$ cat src/design/ir_receiver_defs.vh
/*
 Constants of the infrared remote receiver: register indices, field
 positions, reset values, base clock select codes and the filter length.
 Assumes the includer reaches a register at byte address index * 4.
*/
// How it works
// - a 3-bit counter counts every data bit classified as 0 or 1
// - bit counter clears when stopped, on good guide, or first rise (fmt 2/3)
// - formats 2 and 3 ignore guide prescale select and guide width
// - 5-bit prescaler counts base clocks and pulses the width counter
// - prescale select comes from bits 7:6 in guide, 5:4 in data
// - formats 0 to 2 divide by 4, 8, 16 or 32
// - formats 3 and 4 divide by 2, 4, 8 or 16
// - 8-bit data zero and data one width registers set pulse widths
// - 7-bit high register holds width msbs and shift direction
// - 5-bit width counter runs on prescaler pulses and times pulses
// - input accepted only after four equal base clock samples
// - run bit 7 low halts, high starts and waits for input
// - format codes pick guide kind, ppm or manchester, stop bit
// - input already active at start counts as a start edge
// - base clock codes pick 4 to 128 cycles, subclock, or 1 cycle
// - in crystal hold only the subclock base clock keeps running
// - guide flag bit 7 sets on good guide, sticky until cleared
// - guide flag with its enable raises hold release and interrupt
// - error flag bit 5 sets on a data check error, sticky
// - byte flag sets on eight bits moved to data register, sticky
// - end flag sets on end of format, sticky, also with its enable off
// - suspend flag sets at end, clears on shift read or stop
// - direction bit low loads lsb first, high loads msb first
`ifndef IR_RECEIVER_DEFS_VH
`define IR_RECEIVER_DEFS_VH

`define IDX_CTRL 16'hFEC7
`define IDX_IRQ 16'hFEC8
`define IDX_SHIFT 16'hFEC9
`define IDX_DATA 16'hFECA
`define IDX_CTPR 16'hFECB
`define IDX_GPW 16'hFECC
`define IDX_DT0W 16'hFECD
`define IDX_DT1W 16'hFECE
`define IDX_XHW 16'hFECF

`define RST_BYTE 8'h00

// control fields
`define CTRL_RUN 7
`define CTRL_FMT_HI 6
`define CTRL_FMT_LO 4
`define CTRL_INV 3
`define CTRL_CK_HI 2
`define CTRL_CK_LO 0

// interrupt control fields
`define IRQ_GPOK 7
`define IRQ_GPIE 6
`define IRQ_DERR 5
`define IRQ_ERIE 4
`define IRQ_SFUL 3
`define IRQ_SFIE 2
`define IRQ_REND 1
`define IRQ_ENIE 0

// high width register fields
`define XHW_RDIR 7
`define XHW_D1H 5
`define XHW_D1L 4
`define XHW_D0H 3
`define XHW_D0L 2
`define XHW_GPH 1
`define XHW_GPL 0

// base clock select codes
`define CK_SUBCLOCK 3'h6
`define CK_ONE_TCYC 3'h7

// noise filter length in base clocks
`define FILTER_SAMPLES 3'h4

`endif

$ cat src/design/input_noise_filter.v
/*
 Noise filter: takes a level only after it has stood for a set number
 of base clock samples.
 Assumes the input is already synchronised to mclk and polarity-fixed.
*/
`timescale 1ns/1ps
`include "ir_receiver_defs.vh"
module input_noise_filter #(
    parameter [2:0] SAMPLES = `FILTER_SAMPLES
) (
    input wire mclk,        // system clock
    input wire resetn,      // synchronous reset, active low
    input wire clear,       // restart at the inactive level
    input wire sample,      // base clock enable
    input wire din,         // synchronised input, 1 = active
    output reg dout         // filtered level
);
    reg [2:0] same_cnt_r;

    // a sample unlike the held level counts up; any match restarts the
    // count, so a pulse can be shortened by up to one base clock
    always @(posedge mclk) begin
        if (!resetn || clear) begin
            dout <= 1'b0;
            same_cnt_r <= 3'h0;
        end else if (sample) begin
            if (din == dout) begin
                same_cnt_r <= 3'h0;
            end else if (same_cnt_r == SAMPLES - 3'h1) begin
                dout <= din;
                same_cnt_r <= 3'h0;
            end else begin
                same_cnt_r <= same_cnt_r + 3'h1;
            end
        end
    end
endmodule // input_noise_filter

$ cat src/design/ir_receiver.v
/*
 Infrared remote receiver: APB register file, base clock select, input
 synchroniser, pulse width timing, bit counting, shift and data
 registers, flags and the interrupt / hold release outputs.
 Assumes an APB master on mclk, a demodulated input pin and a subclock
 pin, both asynchronous, and a crystal hold level from power control.
*/
`timescale 1ns/1ps
`include "ir_receiver_defs.vh"
module ir_receiver #(
    parameter ADDR_W = 18
) (
    input wire mclk,                // 250 MHz system clock
    input wire resetn,              // synchronous reset, active low
    input wire psel,                // apb select
    input wire penable,             // apb access phase
    input wire pwrite,              // apb direction, 1 = write
    input wire [ADDR_W-1:0] paddr,  // apb byte address
    input wire [31:0] pwdata,       // apb write data
    output reg [31:0] prdata,       // apb read data
    output reg pready,              // apb ready
    output reg pslverr,             // apb error on unmapped address
    input wire ir_in,               // demodulated infrared input pin
    input wire subclock,            // subclock oscillation pin
    input wire xtal_hold,           // crystal hold mode, cycle clock off
    output reg irq,                 // receiver interrupt request
    output reg hold_release         // crystal hold release request
);
    localparam [2:0] ST_IDLE = 3'h0;
    localparam [2:0] ST_GUIDE_H = 3'h1;
    localparam [2:0] ST_GUIDE_L = 3'h2;
    localparam [2:0] ST_DATA_H = 3'h3;
    localparam [2:0] ST_DATA_L = 3'h4;
    localparam [2:0] ST_SUSP = 3'h5;

    reg [7:0] ctrl_r;
    reg [7:0] irq_ctl_r;
    reg [7:0] shift_r;
    reg [7:0] data_r;
    reg [3:0] ctpr_sel_r;
    reg suspend_r;
    reg [2:0] bit_cnt_r;
    reg [7:0] gpw_r;
    reg [7:0] dt0w_r;
    reg [7:0] dt1w_r;
    reg [6:0] xhw_r;
    reg [2:0] state_r;
    reg [4:0] pw_cnt_r;
    reg [6:0] div_cnt_r;
    reg [2:0] sub_sync_r;
    reg [1:0] in_sync_r;
    reg sig_prev_r;
    reg run_prev_r;

    wire run = ctrl_r[`CTRL_RUN];
    wire [2:0] fmt = ctrl_r[`CTRL_FMT_HI:`CTRL_FMT_LO];
    wire [2:0] ck_sel = ctrl_r[`CTRL_CK_HI:`CTRL_CK_LO];
    wire rdir = xhw_r[6];   // direction kept just above the six width msbs

    // format decode: 0,1,4 use a guide, 3,4 are manchester
    wire fmt_guide = (fmt == 3'h0) || (fmt == 3'h1) || (fmt == 3'h4);
    wire fmt_short = (fmt == 3'h3) || (fmt == 3'h4);

    // widths: msb from the high register, four low bits from a nibble of the rest (guide high uses gpw_r[7:4])
    wire [4:0] gph_w = {xhw_r[`XHW_GPH], gpw_r[7:4]};
    wire [4:0] gpl_w = {xhw_r[`XHW_GPL], gpw_r[3:0]};
    wire [4:0] d0l_w = {xhw_r[`XHW_D0L], dt0w_r[3:0]};
    wire [4:0] d1l_w = {xhw_r[`XHW_D1L], dt1w_r[3:0]};

    // apb decode; a transfer completes on the edge that sees pready
    wire apb_done = psel && penable && pready;
    wire wr_en = apb_done && pwrite;
    wire rd_en = apb_done && !pwrite;
    wire [15:0] idx = paddr[17:2];
    wire sel_ctrl = (idx == `IDX_CTRL);
    wire sel_irq = (idx == `IDX_IRQ);
    wire sel_shift = (idx == `IDX_SHIFT);
    wire sel_ctpr = (idx == `IDX_CTPR);

    // base clock: divider of the cycle clock or the synchronised
    // subclock edge; the cycle clock taps die in crystal hold
    wire [6:0] div_mask = (7'h04 << ck_sel) - 7'h01;
    wire sub_edge = sub_sync_r[1] && !sub_sync_r[2];
    reg base_tick;
    always @* begin
        if (ck_sel == `CK_SUBCLOCK) begin
            base_tick = run && sub_edge;
        end else if (xtal_hold) begin
            base_tick = 1'b0;
        end else if (ck_sel == `CK_ONE_TCYC) begin
            base_tick = run;
        end else begin
            base_tick = run && ((div_cnt_r & div_mask) == div_mask);
        end
    end

    // restart of filter and counters whenever running is off
    wire halted = !run;
    wire start_now = run && !run_prev_r;

    // input pin through two flops, then polarity, then the filter
    wire in_polar = in_sync_r[1] ^ ctrl_r[`CTRL_INV];
    wire sig;
    input_noise_filter u_filter (
        .mclk(mclk),
        .resetn(resetn),
        .clear(halted),
        .sample(base_tick),
        .din(in_polar),
        .dout(sig)
    );

    // the filter restarts at the inactive level, so an input already
    // active at start shows up as a rising edge after filtering
    wire rise = sig && !sig_prev_r;
    wire fall = !sig && sig_prev_r;
    wire edge_seen = rise || fall;

    // guide states use the guide select, all others the data select
    wire in_guide = (state_r == ST_GUIDE_H) || (state_r == ST_GUIDE_L);
    wire [1:0] psc_sel = in_guide ? ctpr_sel_r[3:2] : ctpr_sel_r[1:0];
    wire pw_tick;
    receive_prescaler u_prescaler (
        .mclk(mclk),
        .resetn(resetn),
        .clear(halted || edge_seen),
        .tick(base_tick),
        .sel(psc_sel),
        .short_div(fmt_short),
        .count_pulse(pw_tick)
    );

    wire pw_full = (pw_cnt_r == 5'h1F);

    // decoder outcomes for this cycle
    reg [2:0] state_nxt;
    reg guide_ok;
    reg bit_ok;
    reg bit_val;
    reg bit_err;
    reg rx_end;
    reg first_rise;
    always @* begin
        state_nxt = state_r;
        guide_ok = 1'b0;
        bit_ok = 1'b0;
        bit_val = 1'b0;
        bit_err = 1'b0;
        rx_end = 1'b0;
        first_rise = 1'b0;
        case (state_r)
            ST_IDLE: begin
                if (rise && fmt_guide) begin
                    state_nxt = ST_GUIDE_H;
                end else if (rise) begin
                    first_rise = 1'b1;
                    state_nxt = ST_DATA_H;
                end
            end
            ST_GUIDE_H: begin
                // never entered in formats 2 and 3, so the guide
                // select and width cannot touch them
                if (fall && pw_cnt_r >= gph_w) begin
                    if (fmt == 3'h0) begin
                        guide_ok = 1'b1;
                        state_nxt = ST_DATA_L;
                    end else begin
                        state_nxt = ST_GUIDE_L;
                    end
                end else if (fall) begin
                    state_nxt = ST_IDLE;
                end
            end
            ST_GUIDE_L: begin
                if (rise && pw_cnt_r >= gpl_w) begin
                    guide_ok = 1'b1;
                    state_nxt = ST_DATA_H;
                end else if (rise || pw_full) begin
                    state_nxt = ST_IDLE;
                end
            end
            ST_DATA_H: begin
                if (pw_full) begin
                    rx_end = 1'b1;
                    state_nxt = ST_SUSP;
                end else if (fall) begin
                    state_nxt = ST_DATA_L;
                end
            end
            ST_DATA_L: begin
                if (pw_full) begin
                    rx_end = 1'b1;
                    state_nxt = ST_SUSP;
                end else if (rise) begin
                    state_nxt = ST_DATA_H;
                    if (pw_cnt_r >= d1l_w) begin
                        bit_ok = 1'b1;
                        bit_val = 1'b1;
                    end else if (pw_cnt_r >= d0l_w) begin
                        bit_ok = 1'b1;
                    end else begin
                        bit_err = 1'b1;
                    end
                end
            end
            ST_SUSP: begin
                if (!suspend_r) begin
                    state_nxt = ST_IDLE;
                end
            end
            default: begin
                state_nxt = ST_IDLE;
            end
        endcase
    end

    // shift register with direction, eight bits move to data register
    wire [7:0] shift_in = rdir ? {shift_r[6:0], bit_val}
                               : {bit_val, shift_r[7:1]};
    wire byte_done = bit_ok && (bit_cnt_r == 3'h7);

    // synchronisers, edge history and the cycle clock divider
    always @(posedge mclk) begin
        if (!resetn) begin
            in_sync_r <= 2'h0;
            sub_sync_r <= 3'h0;
            sig_prev_r <= 1'b0;
            run_prev_r <= 1'b0;
            div_cnt_r <= 7'h00;
        end else begin
            in_sync_r <= {in_sync_r[0], ir_in};
            sub_sync_r <= {sub_sync_r[1:0], subclock};
            sig_prev_r <= sig;
            run_prev_r <= run;
            div_cnt_r <= start_now ? 7'h00 : div_cnt_r + 7'h01;
        end
    end

    // decoder state, width counter, bit counter and data path
    always @(posedge mclk) begin
        if (!resetn || halted) begin
            state_r <= ST_IDLE;
            pw_cnt_r <= 5'h00;
            bit_cnt_r <= 3'h0;
            shift_r <= 8'h00;
        end else begin
            state_r <= state_nxt;
            if (edge_seen) begin
                pw_cnt_r <= 5'h00;
            end else if (pw_tick && !pw_full) begin
                pw_cnt_r <= pw_cnt_r + 5'h01;
            end
            if (guide_ok || first_rise) begin
                bit_cnt_r <= 3'h0;
                shift_r <= 8'h00;
            end else if (byte_done) begin
                bit_cnt_r <= 3'h0;
                shift_r <= 8'h00;
            end else if (bit_ok) begin
                bit_cnt_r <= bit_cnt_r + 3'h1;
                shift_r <= shift_in;
            end
        end
    end

    // data register holds the last full byte; no reset value needed
    always @(posedge mclk) begin
        if (byte_done) begin
            data_r <= shift_in;
        end
    end

    // configuration registers; software changes them only while
    // stopped, the block does not guard against live changes
    always @(posedge mclk) begin
        if (!resetn) begin
            ctrl_r <= `RST_BYTE;
            ctpr_sel_r <= 4'h0;
            gpw_r <= `RST_BYTE;
            dt0w_r <= `RST_BYTE;
            dt1w_r <= `RST_BYTE;
            xhw_r <= 7'h00;
        end else if (wr_en) begin
            if (sel_ctrl) begin
                ctrl_r <= pwdata[7:0];
            end else if (sel_ctpr) begin
                ctpr_sel_r <= pwdata[7:4];
            end else if (idx == `IDX_GPW) begin
                gpw_r <= pwdata[7:0];
            end else if (idx == `IDX_DT0W) begin
                dt0w_r <= pwdata[7:0];
            end else if (idx == `IDX_DT1W) begin
                dt1w_r <= pwdata[7:0];
            end else if (idx == `IDX_XHW) begin
                xhw_r <= {pwdata[`XHW_RDIR], pwdata[5:0]};
            end
        end
    end

    // sticky flags: hardware set beats a software write of zero,
    // enables are plain read/write
    wire clr_irq = wr_en && sel_irq;
    wire [7:0] irq_set = {guide_ok, 1'b0, bit_err, 1'b0,
                          byte_done, 1'b0, rx_end, 1'b0};
    wire [7:0] flag_mask = 8'hAA;
    always @(posedge mclk) begin
        if (!resetn) begin
            irq_ctl_r <= `RST_BYTE;
        end else begin
            irq_ctl_r <= irq_set | (clr_irq ?
                ((pwdata[7:0] & irq_ctl_r & flag_mask)
                 | (pwdata[7:0] & ~flag_mask)) :
                irq_ctl_r);
        end
    end

    // suspend: set at the end of a reception, cleared by reading the
    // shift register or by stopping; the end event wins a tie
    always @(posedge mclk) begin
        if (!resetn || halted) begin
            suspend_r <= 1'b0;
        end else if (rx_end) begin
            suspend_r <= 1'b1;
        end else if (rd_en && sel_shift) begin
            suspend_r <= 1'b0;
        end
    end

    // interrupt and hold release share one request
    wire req_any = |(irq_ctl_r[7:0] & flag_mask
                     & {irq_ctl_r[6:0], 1'b0});
    always @(posedge mclk) begin
        if (!resetn) begin
            irq <= 1'b0;
            hold_release <= 1'b0;
        end else begin
            irq <= req_any;
            hold_release <= req_any;
        end
    end

    // apb slave: one wait state, read data and error registered
    reg [7:0] rd_byte;
    reg rd_hit;
    always @* begin
        rd_hit = 1'b1;
        if (sel_ctrl) begin
            rd_byte = ctrl_r;
        end else if (sel_irq) begin
            rd_byte = irq_ctl_r;
        end else if (sel_shift) begin
            rd_byte = shift_r;
        end else if (idx == `IDX_DATA) begin
            rd_byte = data_r;
        end else if (sel_ctpr) begin
            rd_byte = {ctpr_sel_r, suspend_r, bit_cnt_r};
        end else if (idx == `IDX_GPW) begin
            rd_byte = gpw_r;
        end else if (idx == `IDX_DT0W) begin
            rd_byte = dt0w_r;
        end else if (idx == `IDX_DT1W) begin
            rd_byte = dt1w_r;
        end else if (idx == `IDX_XHW) begin
            rd_byte = {xhw_r[6], 1'b0, xhw_r[5:0]};
        end else begin
            rd_byte = 8'h00;
            rd_hit = 1'b0;
        end
    end

    always @(posedge mclk) begin
        if (!resetn) begin
            pready <= 1'b0;
            pslverr <= 1'b0;
            prdata <= 32'h00000000;
        end else begin
            pready <= psel && penable && !pready;
            pslverr <= psel && penable && !pready && !rd_hit;
            if (psel && penable && !pready && !pwrite) begin
                prdata <= {24'h000000, rd_byte};
            end
        end
    end
endmodule // ir_receiver

$ cat src/design/receive_prescaler.v
/*
 Receive prescaler: 5-bit up-counter on the base clock that pulses the
 pulse width counter every 2 to 32 base clocks.
 Assumes the caller restarts it at each measured edge.
*/
`timescale 1ns/1ps
module receive_prescaler (
    input wire mclk,        // system clock
    input wire resetn,      // synchronous reset, active low
    input wire clear,       // restart the count
    input wire tick,        // base clock enable
    input wire [1:0] sel,   // count select code
    input wire short_div,   // formats 3 and 4 halve the count
    output reg count_pulse  // one-cycle pulse to the width counter
);
    reg [4:0] cnt_r;
    wire [5:0] div_len;

    // 4,8,16,32 or 2,4,8,16 base clocks per pulse
    assign div_len = short_div ? (6'h02 << sel) : (6'h04 << sel);

    always @(posedge mclk) begin
        if (!resetn || clear) begin
            cnt_r <= 5'h00;
            count_pulse <= 1'b0;
        end else begin
            count_pulse <= 1'b0;
            if (tick) begin
                if ({1'b0, cnt_r} == div_len - 6'h01) begin
                    cnt_r <= 5'h00;
                    count_pulse <= 1'b1;
                end else begin
                    cnt_r <= cnt_r + 5'h01;
                end
            end
        end
    end
endmodule // receive_prescaler

$ cat config.mk
export PLATFORM = sky130hd
export DESIGN_NAME = ir_receiver
export DESIGN_NICKNAME = d
export VERILOG_FILES = /design/src/design/input_noise_filter.v /design/src/design/ir_receiver.v /design/src/design/receive_prescaler.v
export VERILOG_INCLUDE_DIRS = /design/src /design/src/design
export SDC_FILE = /design/constraint.sdc
export NUM_CORES = 1
export LEC_CHECK = 0
export ABC_AREA = 1
export BUFFER_PORTS_ARGS = -buffer_cell sky130_fd_sc_hd__buf_2
export CORE_ASPECT_RATIO = 1.2
export CORE_MARGIN = 8
export CORE_UTILIZATION = 50
export DETAILED_ROUTE_END_ITERATION = 6
export PLACE_DENSITY = 0.83
export SLEW_MARGIN = 20
export SYNTH_ARGS = -nofsm -noshare
export SYNTH_HDL_FRONTEND = slang
export SYNTH_SLANG_ARGS = --single-unit
$ cat constraint.sdc
create_clock -name mclk -period 2.5 [get_ports mclk]
set_clock_uncertainty 0.1 [all_clocks]
set_input_delay 0.25 -clock mclk [delete_from_list [all_inputs] [get_ports mclk]]
set_output_delay 0.25 -clock mclk [all_outputs]
set_load 0.005 [all_outputs]
==> out/metrics.cfg <==
[timing]
slew_headroom=0.652
tightest_slew_ns=0.518
min_period_ns=2.31
setup_viol=0
fin_crit_sh=0.923
hold_viol_final=0
timing.fmax_ghz=0.434
final.setup.tns_ns=0
layout_setup_ws_ns=0.194
drv_slew=0
grt_setup_unrepaired=no

[grt]
track_usage=0.200
grt_first_pass_wirelength_mm=27.4
grt_pass1_vias=5973
overflow=0
grt_max_degree=42
antenna_found_initial=0

[cells_and_area]
layoutNonFillerInstCount=1205
drive_above_1_share=0.131
final_nets=1119
fillers=1143
num_antenna_cells=0
syn_to_final_growth_pct=16.2

[power_and_ir_drop]
p_seq_frac=0.432
combPwrFrac=0.032
swShare=0.239
vdd_drop_max_mv=0.453
power.switching_w=0.00102
p_int_w=0.00326
power.static_leakage_nw=3.32
clockPowerShare=0.536
power.density_mw_per_mm2=570

[setup_path]
reg2reg_to=u_prescaler.cnt_r[1]
rrSetupSlack_ns=0.19
critPathLaunch=state_r[1]
critPathKind=reg -> reg
required_ns=2.70
critPathCaptureType=flip-flop
startpoint_type=flip-flop
worstPathArrival_ns=2.50
r2r_start=state_r[1]
path_max_fanout=4
r2r_cells=16

[cts]
path_clk_slew_ns=0.06
clock_latency_ns=0.41
cts-htree-levels=4
numCtsBuffers=17
cts_tree=done
cts_root_buffer=clkbuf_16
numClockSinks=114
clockBufferDepth=2

[placed_design]
dp_slack_ns=0.0268
io_buffers=43
dp_hpwl_mm=12.7
dpl.cell_count=1169
routabilityCongestion=0.930

[route]
firstDrtPassIters=5
wirelength_mm=17.0
vias=6428
avgRoutedWirePerCell_um=14.1
ant_nets=0
drc=0
avgViaCountPerCell=5.33
drt-initial-drc-count=628

[die]
dieArea_mm2=0.0168
core.rowCount=45
die_y_um=141
die_w_um=120
start_util=0.510
ioPinCount=94
core_mm2=0.0127

[synth]
synth-seq-cells=114
syn_inst=965
netlist.area_leader.share=0.328
syn_area_mm2=0.00646
ys_types=37
yosysTopAreaCell=dfxtp_1
ys_seq_area_frac=0.365
synth_edf_count=8
synthTopCellsByArea=dfxtp_1 33%, nand2_1 13%, inv_1 9.2%
ys.warnings.count=0
synth_ff_type=dfxtp_1
async_flop_share=0
avgSynthCellArea_um2=6.70

[worst_hold_path]
hold_path_end=sub_sync_r[0]
worst_hold_startpoint=resetn
hold_path_class=in -> reg
whs_path_depth=3

[run]
maxCapViolCount=0

[status]
status=completed

==> worst max-delay path, stage by stage (launching register included) <==
cell and delay (ns):
dfxtp_2 0.37, inv_2 0.06, nand3_2 0.10, nand2_2 0.08, nand2_1 0.07, o21ai_2 0.06
ha_2 0.32, nand2_1 0.08, ha_4 0.23, a21oi_2 0.11, o21ai_0 0.08, nor2_1 0.11
nand3_1 0.08, nor2_1 0.09, nand2_1 0.08, nand2_2 0.11, nor2_1 0.05
==> worst max-delay path by stage <==
| stage | endpoint | cells after the start |
|---|---|---|
| finish | u_prescaler.cnt_r[1] | 16 |
| global route | u_prescaler.cnt_r[1] | 16 |
| CTS | data_r[2] | 9 |
| detailed placement | u_prescaler.cnt_r[1] | 14 |
| global placement | u_prescaler.cnt_r[1] | 14 |
| floorplan | u_prescaler.cnt_r[1] | 15 |
==> through the flow <==
| stage | utilization | hold slack (ns) | cell area (um^2) | power [W] |
|---|---|---|---|---|
| global placement | 0.541 | 0.293 | 6860 | 0.00202 |
| floorplan | - | 0.248 | 6550 | 0.00199 |
| CTS | 0.588 | 0.0417 | 7450 | 0.00428 |
| detailed placement | 0.541 | 0.311 | 6860 | 0.00202 |
| global route | 0.593 | 0.0504 | 7510 | 0.00437 |
| finish | 0.593 | 0.0432 | 7510 | 0.00428 |
==> power groups by stage <==
stage / Combinational (W) / Clock (W) / Sequential, W
final: 0.000139 / 0.00229 / 0.00185
after global routing: 0.000155 / 0.00237 / 0.00185
after CTS: 0.000135 / 0.00229 / 0.00185
after detailed placement: 0.000131 / 0 / 0.00189
after global placement: 0.000129 / 0 / 0.00189
after floorplan: 0.0000999 / 0 / 0.00189
==> sequential cells by signal, indices dropped and copies added (netlist names), 8 cells and up <==
signal / flops
dt0w_r: 8
dt1w_r: 8
data_r: 8
irq_ctl_r: 8
prdata: 8
shift_r: 8
gpw_r: 8
ctrl_r: 8
==> cells by family (layout without fill, tap and decap cells) <==
family,count (synthesis),in the layout,share of synthesized area
AOI/OAI and AO/OA,196,196,0.159
xor gates and xnor gates,5,5,0.00677
adders and majority gates,33,33,0.0639
buffers and inverters,213,266,0.140
DFF,114,114,0.365
other,1,24,0.000580
and+or+nand+nor,403,403,0.265
==> cell usage in the layout, fill, tap and decap left out, types with 2 or more instances in the layout <==
cell type and count:
a211oi_1 2, a21oi_1 96, a21oi_2 2, a31oi_1 4
buf_2 43, buf_4 21, clkbuf_16 18, clkinv_1 3
clkinv_4 5, clkinvlp_4 2, conb_1 24, dfxtp_1 103
dfxtp_2 3, dlygate4sd3_1 2, edfxtp_1 8, ha_1 31
inv_1 154, inv_2 10, inv_6 4, nand2_1 214
nand2_2 6, nand2_4 2, nand3_1 55, nand3_2 3
nand3b_1 2, nand4_1 14, nor2_1 88, nor2_2 8
nor3_1 8, o2111ai_1 4, o21ai_0 69, o21ai_1 9
o21ai_2 2, o21bai_1 2, o22ai_1 2, xor2_1 4
==> cell type report <==
cell class,instances,area [um^2],share of cell area
Multi-Input combinational cell,661,3340,0.444
Sequential cell,114,2370,0.315
Inverter,167,627,0.0834
Clock buffer,20,468,0.0623
Timing Repair Buffer,67,413,0.0549
Tap cell,164,205,0.0273
Clock inverter,12,98.8,0.0132
==> repair_timing <==
action	CTS	global route
buffers inserted	0	2
hold endpoints to repair	2	0
endpoints found under the setup margin	3	24
hold buffers	2	0
pin swaps	0	1
gates resized for setup	2	18
==> cells in the mapped netlist (5+ instances only) <==
cell,count
nand4_1,14
nor3_1,8
clkbuf_1,14
nor2_2,8
nand2_2,5
buf_2,6
nand3_1,56
a21oi_1,98
dfxtp_1,106
nor2_1,88
o21ai_0,70
inv_2,6
buf_4,26
nand2_1,216
edfxtp_1,8
o21ai_1,10
ha_1,33
inv_1,158
==> layer usage <==
metal	track usage	wire length, um	share of wire	up-vias
met3	0.0382	1230	0.072	59
met5	0	0	0	-
met2	0.346	8100	0.48	272
li1	-	-	-	3182
met1	0.227	7010	0.41	2915
met4	0.105	650	0.038	0
(Power assumes the default switching activity.)
